File: src/srt_pkg.sv
// constants for the sample rate tick and self-test trim block
package srt_pkg;
    // register indexes; byte address is four times the index
    localparam logic [7:0] IDX_TRIM_X = 8'h0D;
    localparam logic [7:0] IDX_TRIM_Y = 8'h0E;
    localparam logic [7:0] IDX_TRIM_Z = 8'h0F;
    localparam logic [7:0] IDX_TRIM_ACCEL_LOW = 8'h10;
    localparam logic [7:0] IDX_DIVIDER = 8'h19;
    localparam logic [7:0] IDX_CONFIG = 8'h1A;
    localparam logic [7:0] IDX_GYRO_ST = 8'h1B;
    localparam logic [7:0] IDX_ACCEL_ST = 8'h1C;
    // reset value of every register here
    localparam logic [7:0] REG_RESET = 8'h00;
    // field positions
    localparam int GYRO_TRIM_LSB = 0;
    localparam int ACCEL_HI_LSB = 5;
    localparam int ST_EN_LSB = 5;
    localparam int LOWPASS_LSB = 0;
    // lowpass settings that disable the filter
    localparam logic [2:0] LOWPASS_OFF_A = 3'h0;
    localparam logic [2:0] LOWPASS_OFF_B = 3'h7;
    // timing
    localparam int CLK_PERIOD_NS = 10;
    localparam int FAST_RATE_PERIOD_NS = 125000;
    localparam int SLOW_RATE_PERIOD_NS = 1000000;
    localparam int FAST_RATE_CYCLES = FAST_RATE_PERIOD_NS / CLK_PERIOD_NS;
    localparam int FAST_PER_SLOW = SLOW_RATE_PERIOD_NS / FAST_RATE_PERIOD_NS;

    // filter off means the gyro runs at the fast rate
    function automatic logic fast_rate(input logic [2:0] lp);
        return (lp == LOWPASS_OFF_A) || (lp == LOWPASS_OFF_B);
    endfunction

    // apb word address match for a register index
    function automatic logic reg_hit(input logic [7:0] addr, input logic [7:0] idx);
        return addr == {idx[5:0], 2'b00};
    endfunction
endpackage

File: src/sample_rate_and_selftest_trim.sv
// sample rate tick generator with self-test trim registers on apb
//
// Added by the designer: the APB slave port.
`timescale 1ns/1ps
//
// Behaviour
// - gyro trim code in bits 4:0
// - accel trim split upper/lower, reserved bits zero
// - self-test enable actuates the axis element
// - sample rate is gyro rate over divider+1
// - gyro rate 8 kHz if filter off, else 1 kHz
// - outputs paced by the single sample tick
// - accel at 1 kHz, latest sample repeated
// - lowpass setting is a 3-bit field
// - registers reset to zero
module sample_rate_and_selftest_trim #(
    parameter int FAST_CYCLES = srt_pkg::FAST_RATE_CYCLES
) (
    // clock and reset
    input wire logic sys_clk_i,
    input wire logic arst_n_i,
    // apb slave
    input wire logic psel_i,
    input wire logic penable_i,
    input wire logic pwrite_i,
    input wire logic [7:0] paddr_i,
    input wire logic [31:0] pwdata_i,
    output logic [31:0] prdata_o,
    output logic pready_o,
    output logic pslverr_o,
    // sensor element samples, same clock domain
    input wire logic [47:0] gyro_data_i,
    input wire logic [47:0] accel_data_i,
    // paced outputs and self-test drive
    output logic sample_tick_o,
    output logic [47:0] gyro_out_o,
    output logic [47:0] accel_out_o,
    output logic [2:0] gyro_st_drive_o,
    output logic [2:0] accel_st_drive_o
);
    ////////////////////////////////////////////////////////////////////////////
    logic [7:0] trim_x, trim_y, trim_z;
    logic [5:0] trim_accel_low;
    logic [7:0] rate_divider_value;
    logic [2:0] lowpass_setting;
    logic mapped, wr_en, rd_setup;
    logic [7:0] rd_val;
    logic [31:0] fast_cnt;
    logic [2:0] slow_phase;
    logic fast_strobe, slow_strobe, gyro_strobe;
    logic [7:0] div_cnt;
    logic [47:0] accel_hold;

    // address decode and read mux
    always_comb begin
        mapped = 1'b1;
        rd_val = 8'h00;
        if (srt_pkg::reg_hit(paddr_i, srt_pkg::IDX_TRIM_X)) begin
            rd_val = trim_x;
        end else if (srt_pkg::reg_hit(paddr_i, srt_pkg::IDX_TRIM_Y)) begin
            rd_val = trim_y;
        end else if (srt_pkg::reg_hit(paddr_i, srt_pkg::IDX_TRIM_Z)) begin
            rd_val = trim_z;
        end else if (srt_pkg::reg_hit(paddr_i, srt_pkg::IDX_TRIM_ACCEL_LOW)) begin
            rd_val = {2'b00, trim_accel_low};
        end else if (srt_pkg::reg_hit(paddr_i, srt_pkg::IDX_DIVIDER)) begin
            rd_val = rate_divider_value;
        end else if (srt_pkg::reg_hit(paddr_i, srt_pkg::IDX_CONFIG)) begin
            rd_val = {5'h00, lowpass_setting};
        end else if (srt_pkg::reg_hit(paddr_i, srt_pkg::IDX_GYRO_ST)) begin
            rd_val = {gyro_st_drive_o, 5'h00};
        end else if (srt_pkg::reg_hit(paddr_i, srt_pkg::IDX_ACCEL_ST)) begin
            rd_val = {accel_st_drive_o, 5'h00};
        end else begin
            mapped = 1'b0;
        end
    end

    // zero wait state slave, error on unmapped access
    assign pready_o = 1'b1;
    assign pslverr_o = psel_i && penable_i && !mapped;
    assign wr_en = psel_i && penable_i && pwrite_i && mapped;
    assign rd_setup = psel_i && !penable_i && !pwrite_i;

    // read data captured in the setup cycle
    always_ff @(posedge sys_clk_i or negedge arst_n_i) begin
        if (!arst_n_i) begin
            prdata_o <= 32'h0000_0000;
        end else if (rd_setup) begin
            prdata_o <= {24'h00_0000, rd_val};
        end
    end

    // register writes
    always_ff @(posedge sys_clk_i or negedge arst_n_i) begin
        if (!arst_n_i) begin
            trim_x <= srt_pkg::REG_RESET;
            trim_y <= srt_pkg::REG_RESET;
            trim_z <= srt_pkg::REG_RESET;
            trim_accel_low <= srt_pkg::REG_RESET[5:0];
            rate_divider_value <= srt_pkg::REG_RESET;
            lowpass_setting <= srt_pkg::REG_RESET[2:0];
            gyro_st_drive_o <= srt_pkg::REG_RESET[2:0];
            accel_st_drive_o <= srt_pkg::REG_RESET[2:0];
        end else if (wr_en) begin
            if (srt_pkg::reg_hit(paddr_i, srt_pkg::IDX_TRIM_X)) begin
                trim_x <= pwdata_i[7:0];
            end else if (srt_pkg::reg_hit(paddr_i, srt_pkg::IDX_TRIM_Y)) begin
                trim_y <= pwdata_i[7:0];
            end else if (srt_pkg::reg_hit(paddr_i, srt_pkg::IDX_TRIM_Z)) begin
                trim_z <= pwdata_i[7:0];
            end else if (srt_pkg::reg_hit(paddr_i, srt_pkg::IDX_TRIM_ACCEL_LOW)) begin
                trim_accel_low <= pwdata_i[5:0];
            end else if (srt_pkg::reg_hit(paddr_i, srt_pkg::IDX_DIVIDER)) begin
                rate_divider_value <= pwdata_i[7:0];
            end else if (srt_pkg::reg_hit(paddr_i, srt_pkg::IDX_CONFIG)) begin
                lowpass_setting <= pwdata_i[srt_pkg::LOWPASS_LSB +: 3];
            end else if (srt_pkg::reg_hit(paddr_i, srt_pkg::IDX_GYRO_ST)) begin
                gyro_st_drive_o <= pwdata_i[srt_pkg::ST_EN_LSB +: 3];
            end else if (srt_pkg::reg_hit(paddr_i, srt_pkg::IDX_ACCEL_ST)) begin
                accel_st_drive_o <= pwdata_i[srt_pkg::ST_EN_LSB +: 3];
            end
        end
    end

    ////////////////////////////////////////////////////////////////////////////
    // 8 kHz base strobe from the system clock
    always_ff @(posedge sys_clk_i or negedge arst_n_i) begin
        if (!arst_n_i) begin
            fast_cnt <= 32'h0000_0000;
        end else if (fast_strobe) begin
            fast_cnt <= 32'h0000_0000;
        end else begin
            fast_cnt <= fast_cnt + 32'h0000_0001;
        end
    end
    assign fast_strobe = fast_cnt == 32'(FAST_CYCLES - 1);

    // 1 kHz strobe, every eighth fast strobe
    always_ff @(posedge sys_clk_i or negedge arst_n_i) begin
        if (!arst_n_i) begin
            slow_phase <= 3'h0;
        end else if (fast_strobe) begin
            slow_phase <= slow_phase + 3'h1;
        end
    end
    assign slow_strobe = fast_strobe && (slow_phase == 3'(srt_pkg::FAST_PER_SLOW - 1));

    // gyro output rate picked by the lowpass setting
    assign gyro_strobe = srt_pkg::fast_rate(lowpass_setting) ? fast_strobe : slow_strobe;

    // divider counter, divider changes land at the next reload
    always_ff @(posedge sys_clk_i or negedge arst_n_i) begin
        if (!arst_n_i) begin
            div_cnt <= 8'h00;
        end else if (gyro_strobe) begin
            if (div_cnt == 8'h00) begin
                div_cnt <= rate_divider_value;
            end else begin
                div_cnt <= div_cnt - 8'h01;
            end
        end
    end

    // accel sample taken at 1 kHz and held between
    always_ff @(posedge sys_clk_i or negedge arst_n_i) begin
        if (!arst_n_i) begin
            accel_hold <= 48'h0000_0000_0000;
        end else if (slow_strobe) begin
            accel_hold <= accel_data_i;
        end
    end

    // tick and output registers updated together
    always_ff @(posedge sys_clk_i or negedge arst_n_i) begin
        if (!arst_n_i) begin
            sample_tick_o <= 1'b0;
            gyro_out_o <= 48'h0000_0000_0000;
            accel_out_o <= 48'h0000_0000_0000;
        end else begin
            sample_tick_o <= gyro_strobe && (div_cnt == 8'h00);
            if (gyro_strobe && (div_cnt == 8'h00)) begin
                gyro_out_o <= gyro_data_i;
                accel_out_o <= accel_hold;
            end
        end
    end
endmodule // sample_rate_and_selftest_trim

File: config.mk
export PLATFORM = sky130hd
export DESIGN_NAME = sample_rate_and_selftest_trim
export DESIGN_NICKNAME = d
export VERILOG_FILES = /design/src/srt_pkg.sv /design/src/sample_rate_and_selftest_trim.sv
export SDC_FILE = /design/constraint.sdc
export NUM_CORES = 1
export LEC_CHECK = 0
export BUFFER_PORTS_ARGS = -buffer_cell sky130_fd_sc_hd__buf_2
export CAP_MARGIN = 5
export CORE_MARGIN = 2
export CORE_UTILIZATION = 47
export DETAILED_ROUTE_END_ITERATION = 8
export PLACE_DENSITY = 0.76
export SLEW_MARGIN = 10
export SYNTH_ARGS = -nofsm -noshare
export SYNTH_HDL_FRONTEND = slang
export SYNTH_SLANG_ARGS = --single-unit
File: constraint.sdc
create_clock -name sys_clk_i -period 2.2 [get_ports sys_clk_i]
set_input_delay 0.22 -clock sys_clk_i [delete_from_list [all_inputs] [get_ports sys_clk_i]]
set_output_delay 0.22 -clock sys_clk_i [all_outputs]
set_load 0.1 [all_outputs]
==> Word level (Yosys, flattened, before mapping) <==
Cells that the tools add are included.
{ "word_totals": {"reg_bits": 243, "inputBits": 141, "out_inout_bits": 137, "elab_cells": 78} }
{ "op_classes": {"addsub": 3, "n_eq_ne": 11, "n_mux": 19, "bitwise_logic": 7, "reduce_logical": 22} }
{ "ops": {"columns": ["cell", "n"], "rows": [
  ["8-bit two-way mux", 9],
  ["8-bit by 7-bit equality test with 1-bit output (second input constant)", 5],
  ["32-bit by 1-bit adder with 32-bit output (second input constant)", 1],
  ["32-bit by 14-bit equality test with 1-bit output (second input constant)", 1],
  ["32-bit two-way mux", 1],
  ["8-bit by 6-bit equality test with 1-bit output (second input constant)", 3],
  ["1-bit two-way mux", 9],
  ["9-bit AND reduction", 1],
  ["1-bit logical AND", 8],
  ["8-bit logical NOT", 1],
  ["8-bit AND reduction", 1],
  ["8-bit by 1-bit subtractor with 8-bit output (second input constant)", 1],
  ["1-bit inverter", 7],
  ["7-bit AND reduction", 1],
  ["3-bit equality test (second input constant)", 2],
  ["6-bit AND reduction", 1],
  ["5-bit AND reduction", 1],
  ["4-bit AND reduction", 1],
  ["3-bit by 1-bit adder with 3-bit output (second input constant)", 1],
  ["1-bit logical NOT", 3],
  ["3-bit logical NOT", 1],
  ["3-bit AND reduction", 1],
  ["2-bit AND reduction", 1],
  ["1-bit logical OR", 1]
]} }

==> Longest topological paths before layout <==
Gate-level depths: netlist of run 1.
{ "logic_depth": {"word_depth": 11, "ltp_mapped": 8, "depth_no_buf": 6} }

==> Worst setup path before layout of run 1 <==
No wires, ideal clock.
{ "synth_timing": {"path_type": "input-to-output", "from": "input port paddr_i[3]", "to": "output port pslverr_o", "arrival_time_ns": 2.984, "t_required_ns": 1.980, "path_slack_ns": -1.004, "stages": 4, "path_buffers": 0, "cell_sequence": "nor2_1 xnor2_1 o22ai_1 a211oi_1"} }
{ "synth_via": {"elab_chain_len": 11, "elab_cells_between_ends": 18, "classes_between": "8 x eq/ne; 8 x mux; 2 x reduce/logical"} }
{ "synth_rtl": {"columns": ["item", "line", "source"], "rows": [
  ["start: declaration", "sample_rate_and_selftest_trim.sv:26", "input wire logic [7:0] paddr_i,"],
  ["8-bit by 7-bit equality test with 1-bit output", "srt_pkg.sv:36", "return addr == {idx[5:0], 2'b00};"],
  ["1-bit two-way mux", "sample_rate_and_selftest_trim.sv:72", "end else if (srt_pkg::reg_hit(paddr_i, srt_pkg::IDX_ACCEL_ST)) begin"],
  ["1-bit two-way mux", "sample_rate_and_selftest_trim.sv:70", "end else if (srt_pkg::reg_hit(paddr_i, srt_pkg::IDX_GYRO_ST)) begin"],
  ["1-bit two-way mux", "sample_rate_and_selftest_trim.sv:68", "end else if (srt_pkg::reg_hit(paddr_i, srt_pkg::IDX_CONFIG)) begin"],
  ["1-bit two-way mux", "sample_rate_and_selftest_trim.sv:66", "end else if (srt_pkg::reg_hit(paddr_i, srt_pkg::IDX_DIVIDER)) begin"],
  ["1-bit two-way mux", "sample_rate_and_selftest_trim.sv:64", "end else if (srt_pkg::reg_hit(paddr_i, srt_pkg::IDX_TRIM_ACCEL_LOW)) begin"],
  ["1-bit two-way mux", "sample_rate_and_selftest_trim.sv:62", "end else if (srt_pkg::reg_hit(paddr_i, srt_pkg::IDX_TRIM_Z)) begin"],
  ["1-bit two-way mux", "sample_rate_and_selftest_trim.sv:60", "end else if (srt_pkg::reg_hit(paddr_i, srt_pkg::IDX_TRIM_Y)) begin"],
  ["1-bit two-way mux *", "sample_rate_and_selftest_trim.sv:58", "if (srt_pkg::reg_hit(paddr_i, srt_pkg::IDX_TRIM_X)) begin"],
  ["1-bit logical NOT *", "sample_rate_and_selftest_trim.sv:81", "assign pslverr_o = psel_i && penable_i && !mapped;"],
  ["1-bit logical AND *", "sample_rate_and_selftest_trim.sv:81", null],
  ["end: declaration", "sample_rate_and_selftest_trim.sv:30", "output logic pslverr_o,"]
]} }
Mark *: on every way between the ends. The rest lies on a longest branch, timed or not.

==> Final worst setup path of run 1 <==
{ "layout_timing": {"from": "register fast_cnt[5]", "to": "register gyro_out_o[29]"} }
{ "layout_via": {"elab_chain_len": 4} }
{ "layout_rtl": {"columns": ["item", "line", "source"], "rows": [
  ["start: declaration", "sample_rate_and_selftest_trim.sv:48", "logic [31:0] fast_cnt;"],
  ["start signal: assignment", "sample_rate_and_selftest_trim.sv:134", "fast_cnt <= fast_cnt + 32'h0000_0001;"],
  ["32-bit by 14-bit equality test with 1-bit output *", "sample_rate_and_selftest_trim.sv:137", "assign fast_strobe = fast_cnt == 32'(FAST_CYCLES - 1);"],
  ["1-bit logical AND", "sample_rate_and_selftest_trim.sv:147", "assign slow_strobe = fast_strobe && (slow_phase == 3'(srt_pkg::FAST_PER_SLOW - 1));"],
  ["1-bit two-way mux *", "sample_rate_and_selftest_trim.sv:150", "assign gyro_strobe = srt_pkg::fast_rate(lowpass_setting) ? fast_strobe : slow_strobe;"],
  ["1-bit logical AND *", "sample_rate_and_selftest_trim.sv:182", "if (gyro_strobe && (div_cnt == 8'h00)) begin"],
  ["end signal: assignment", "sample_rate_and_selftest_trim.sv:183", "gyro_out_o <= gyro_data_i;"],
  ["end: declaration", "sample_rate_and_selftest_trim.sv:36", "output logic [47:0] gyro_out_o,"]
]} }
Marked as above.
A chain may end at the register's enable or synchronous reset.

==> flow_summary.json, run 1 <==
{
  "status": "finished with violations",
  "violations": "setup timing",
  "tightest_slew_ns": 0.5656,
  "ir_drop_uv": 529.5,
  "max_cap_violations": 0,
  "dp_cells": 1274,
  "fin_ws_ns": -0.01894,
  "cellPowerDensity_nw_per_um2": 682.6,
  "finalHoldViolCount": 0,
  "rsz0062_at_grt": "yes",
  "layout.cells.most_common": "dfrtp_1",
  "wirelength_um": 26680,
  "clk_latency_ns": 0.53,
  "post-route-period-util": 1.009,
  "setup_tns_ns": -0.02159,
  "relSlewSlack": 0.6255,
  "cp_slowest_cell": "dfrtp_2",
  "async_flop_share": 1.000,
  "dr.pass1.iters": 4,
  "dr_total_vias": 7508,
  "ys_ff_latch": 243,
  "ios": 278,
  "fin_cells": 1422,
  "synthTopCellsByArea": "dfrtp_1, mux2_2, mux2_1",
  "fp.dieH_um": 151.3,
  "hold_class": "in2reg",
  "place_congestion": 0.8271,
  "placed_cell_area_um2": 11980,
  "diodes": 0,
  "arrival_ns": 2.62,
  "core_area_um2": 21150,
  "drtIter0Drc": 383,
  "dp_hpwl_um": 16330,
  "clkTransAtPathRegs_ns": 0.06,
  "htreeDepth": 1,
  "layout.nets": 1276,
  "yosysSeqAreaShare": 0.5961,
  "critPathMostFrequentCell": "buf_12",
  "crit_fanout": 21,
  "grt.total_usage": 0.2227,
  "vias_per_cell": 5.280,
  "path_cells": "nor4bb_4 > nand4_1 > buf_4 > nor4_4 > buf_12 > buf_12 > mux2_2",
  "grt_pass1_wl_um": 40570,
  "cp_data_required_time_ns": 2.60,
  "dieWidth_um": 151.3,
  "ys_types": 51,
  "critPathMaxStageDelay_ns": 0.45,
  "crit_path_end_kind": "flip-flop",
  "ant_nets": 0,
  "drive_gt1_frac": 0.4394,
  "cts_inserted_buffers": 26,
  "syn_inst": 749,
  "synth_flop_cell": "dfrtp_1",
  "ff2ff_setup_slack_ns": -0.02,
  "cts_root_buf": "clkbuf_16",
  "maxSlewViolCount": 0,
  "syn_avg_cell_area_um2": 13.62,
  "period_minus_slack_ns": 2.219,
  "detail_route.wl_per_cell_um": 18.76,
  "skew_ns": 0.02179,
  "final_cell_mix": "dfrtp_1, buf_2, mux2_2, dlygate4sd3_1, buf_4",
  "synth_area_leader_cell": "dfrtp_1",
  "cts.sinks": 243,
  "initial_core_util": 0.4822,
  "path_class": "reg2reg",
  "finalInstanceArea_um2": 13910,
  "grt_remaining_overflow": 0,
  "synth_area_um2": 10200,
  "yosys_warnings": 0,
  "netlist.area_leader.share": 0.5961,
  "synth-edff-count": 0,
  "setup_violations": 2,
  "port_buffers": 228,
  "cts_tree": "built",
  "std_cell_rows": 53,
  "start_kind": "flip-flop",
  "grt_max_degree": 66,
  "antenna_found_initial": 0,
  "area_delta_synth_final_pct": 36.37,
  "clock_path_buffers": 3,
  "remaining_drc_errors": 0,
  "grt_pass1_vias": 7775,
  "die_area_um2": 22900,
  "leakage_nw": 7.317,
  "fmax_mhz": 450.7
}
==> final cells by class <==
cell class,count,area [um^2]
Clock buffer,39,739.5
Clock inverter,6,93.84
Fill cell,1406,7243
Inverter,4,15.01
Multi-Input combinational cell,474,3938
Sequential cell,243,6083
Tap cell,275,344.1
Timing Repair Buffer,381,2698
==> what timing repair did <==
action | 4_1_cts | 5_1_grt
endpoints found under the setup margin | 128 | 147
gates resized for setup | 4 | 8
pin swaps | 3 | 1
endpoints found under the hold margin | 156 | 0
buffers inserted | 2 | 3
cloned | 0 | 1
hold buffers | 97 | 0
==> stage by stage <==
| stage | hold slack [ns] | worst slack (ns) | util | total power, mW |
|---|---|---|---|---|
| final | 0.02231 | -0.01894 | 0.6576 | 9.496 |
| after global routing | 0.01843 | -0.09175 | 0.6576 | 9.835 |
| after detailed placement | 0.2029 | -0.08991 | 0.5662 | 5.163 |
| after CTS | 0.005174 | 0.003554 | 0.6533 | 9.548 |
| after global placement | 0.2028 | -0.01669 | 0.5662 | 5.156 |
| after floorplan | -0.07559 | -0.02197 | - | 4.938 |
==> cell usage after synthesis (3+ instances only) <==
master and n:
nor2b_1 4, mux2_1 29, o21ai_0 17, nor2_1 26
xnor2_1 17, a22oi_1 5, a31oi_1 3, dfrtp_1 243
o31ai_1 3, mux2_2 164, clkbuf_1 10, o32ai_1 3
xor2_1 15, nand4_1 11, o22ai_1 5, nor3_1 8
o211ai_1 3, buf_4 31, nand2_1 35, nand3_1 18
ha_1 5, nor4_1 6, inv_1 4, nand4b_1 3
and4_1 5, a21oi_1 21, nand2b_1 4, and3_1 10
and2_1 3, buf_2 10
==> layer usage <==
layer,global-route usage,vias up,share of wire
met3,0.04367,45,0.071
met1,0.2766,3796,0.40
met2,0.3905,266,0.51
met5,0,-,0
li1,-,3401,-
met4,0.07336,0,0.023
==> sequential cells by signal, indices dropped and copies added, names as in the netlist, 6 cells and up <==
signal and cells:
fast_cnt 32, rate_divider_value 8, trim_accel_low 6, trim_x 8
accel_hold 48, prdata_o 8, accel_out_o 48, div_cnt 8
trim_y 8, gyro_out_o 48, trim_z 8
==> report_power, final <==
part / switching, mW / internal (mW) / total [mW] / leakage (nW)
registers: 0.0135 / 4.49 / 4.50 / 3.37
logic: 0.484 / 0.244 / 0.728 / 3.54
clock network: 1.72 / 2.55 / 4.27 / 0.403
total: 2.21 / 7.28 / 9.50 / 7.32
==> worst paths after layout <==
path,start,endpoint,cells past startpoint
max in group asynchronous,arst_n_i,accel_hold[23],3
setup reg to reg,fast_cnt[5],gyro_out_o[29],7
min in group asynchronous,arst_n_i,accel_out_o[5],2
hold / removal,pwdata_i[4],trim_y[4],2
hold reg to reg,gyro_out_o[39],gyro_out_o[39],1
setup / recovery,fast_cnt[5],gyro_out_o[29],7
==> worst max-delay path: cells and delay by family, from the launching register on <==
| kind | cells | cell delay (ns) |
|---|---|---|
| simple gates | 3 | 0.69 |
| buf+inv | 3 | 0.56 |
| flops | 1 | 0.45 |
| mux | 1 | 0.38 |
==> cell families after synthesis <==
family                   share of synthesized area
XOR/XNOR                                   0.02747
flip-flops                                  0.5961
adder cells (fa/ha/maj)                   0.006133
AO/OA/AOI/OAI                              0.04367
AND/OR/NAND/NOR                            0.07997
multiplexers                                0.2130
buffers and inverters                      0.03287
other                                    0.0007362
(Power assumes the default switching activity.)
==> run 2: changes to the inputs <==
CORE_ASPECT_RATIO = 1.2   (was unset)
CTS_CLUSTER_DIAMETER = 80   (was unset)
==> run 2 against run 1 <==
- the flow now finishes without violations
- routed wire length fell by 1.2%
- non-clock buffer count is 9 higher
- die area hardly changed
- first-iteration DRC count decreased by 27%
- cell count up 0.42%
- largest power group unchanged
==> flow_summary.json, run 2 (synthesis gave the netlist of run 1 again) <==
{
  "final_cell_mix": "dfrtp_1, buf_2, mux2_2, dlygate4sd3_1, mux2_4",
  "tightest_slew_ns": 0.5394,
  "hold_class": "in2reg",
  "layout.cells.most_common": "dfrtp_1",
  "place_congestion": 0.8398,
  "setup_violations": 0,
  "gr-usage-met1": 0.2557,
  "ff2ff_setup_slack_ns": 0.003,
  "detail_route.wl_per_cell_um": 18.46,
  "arrival_ns": 2.58,
  "crit_fanout": 18,
  "vias_per_cell": 5.284,
  "grt_pass1_wl_um": 39180,
  "cp_slowest_cell": "dfrtp_1",
  "grt.met3_usage": 0.03403,
  "skew_ns": 0.02238,
  "dr.pass1.iters": 4,
  "finalHoldViolCount": 0,
  "dp_cells": 1279,
  "cts_tree": "built",
  "met2_usage": 0.3749,
  "grt.total_usage": 0.2081,
  "max_cap_violations": 0,
  "maxSlewViolCount": 0,
  "grt_remaining_overflow": 0,
  "min_from": "pwdata_i[2]",
  "critPathBufInv": 4,
  "setup_tns_ns": 0,
  "reg2reg_from": "fast_cnt[0]",
  "rr_worst_depth": 9,
  "core_area_um2": 21480,
  "rsz0062_at_grt": "yes",
  "initial_core_util": 0.4749,
  "cts_inserted_buffers": 25,
  "leakage_nw": 7.386,
  "layout.nets": 1284,
  "area_delta_synth_final_pct": 39.03,
  "drtIter0Drc": 278,
  "critPathMaxStageDelay_ns": 0.35,
  "relSlewSlack": 0.6429,
  "ant_nets": 0,
  "grt_pass1_vias": 7736,
  "fp.dieH_um": 165.4,
  "std_cell_rows": 59,
  "grt_max_degree": 63,
  "wirelength_um": 26360,
  "clk_latency_ns": 0.52,
  "cellPowerDensity_nw_per_um2": 648.2,
  "reg.largest.list": "accel_hold (48), accel_out_o (48), gyro_out_o (48)",
  "clock_path_buffers": 3,
  "dr_total_vias": 7546,
  "min_to": "trim_accel_low[2]",
  "cts_root_buf": "clkbuf_16",
  "start_kind": "flip-flop",
  "hold_depth": 2,
  "status": "finished, final reports clean",
  "cts.sinks": 243,
  "nFillCells": 1484,
  "fin_cells": 1428,
  "crit_path_end_kind": "flip-flop",
  "path_cells": "ha_2 > nor4bb_4 > nand4_1 > buf_6 > nor4_4 > buf_4 > buf_12 > buf_16 > mux2_2",
  "dieWidth_um": 138.5,
  "post-route-period-util": 0.9988,
  "clkTransAtPathRegs_ns": 0.06,
  "ir_drop_uv": 667.4,
  "grt.busiest_layer": "met2",
  "multiInputGateArea_um2": 4156,
  "port_buffers": 228,
  "die_area_um2": 22900,
  "fmax_mhz": 455.1,
  "period_minus_slack_ns": 2.197,
  "remaining_drc_errors": 0,
  "path_class": "reg2reg",
  "ios": 278,
  "crit_family": "buffers and inverters",
  "dp_hpwl_um": 15670,
  "r2r-end": "accel_out_o[23]",
  "cp_data_required_time_ns": 2.59,
  "htreeDepth": 1,
  "drive_gt1_frac": 0.4553,
  "antenna_found_initial": 1,
  "seqCellArea_um2": 6081
}
run 2: cell count changes in the layout (fill, tap and decap cells not counted), moves of 2 or more:
cell,before,now
mux2_4,0,58
mux2_2,165,123
mux2_1,28,12
buf_4,44,47
buf_6,0,2
bufinv_16,2,0
clkbuf_1,9,7
clkbuf_8,4,6
dfrtp_1,241,243
dfrtp_2,2,0
run 2: how the worst max path moves through the flow:
stage                      start              end  slack [ns]  cells past startpoint
finish               fast_cnt[0]  accel_out_o[23]       0.003                      9
global route        fast_cnt[19]   gyro_out_o[32]       -0.12                      8
CTS                  fast_cnt[0]   accel_out_o[2]        0.01                      8
detailed placement  fast_cnt[20]   accel_out_o[2]       -0.08                      6
global placement    fast_cnt[20]   accel_out_o[1]       -0.05                      6
floorplan             div_cnt[5]   gyro_out_o[18]       -0.02                      6
run 2: what timing repair did:
| action | CTS | global route |
|---|---|---|
| gates cloned | 0 | 2 |
| endpoints found under the hold margin | 155 | 0 |
| setup buffers | 2 | 4 |
| hold buffers | 98 | 0 |
| pin swaps | 3 | 0 |
| endpoints found under the setup margin | 94 | 144 |
| gates resized for setup | 2 | 71 |
run 2: area by class of cell:
cell class | instances | share of cell area
repair buffers | 390 | 0.1989
clock inverters | 4 | 0.002117
well taps | 274 | 0.02417
diodes | 1 | 0.0001764
multi-input cells | 474 | 0.2931
inverters | 4 | 0.001059
clock buffers | 38 | 0.05179
flip-flops and latches | 243 | 0.4288
run 2: per-layer routing:
metal,share of wire,vias up
met1,0.39,3828
met2,0.53,246
met4,0.031,0
met5,0,-
li1,-,3406
met3,0.051,66
run 2: stage by stage:
stage	hold slack [ns]	utilization	setup slack (ns)	area, um^2	power, mW
3_3_place_gp	0.1982	0.5607	-0.04552	12050	5.158
5_1_grt	0.03456	0.6602	-0.1197	14180	9.524
4_1_cts	0.01764	0.6433	0.01006	13820	9.274
3_5_place_dp	0.2009	0.5607	-0.08449	12050	5.165
6_report	0.03376	0.6602	0.002557	14180	9.193
2_1_floorplan	-0.07559	-	-0.02197	10300	4.938
run 2: power by group:
part	switching (mW)	internal, mW	total, mW
sequential	0.0128	4.49	4.50
clock	1.66	2.29	3.95
combinational	0.489	0.248	0.737
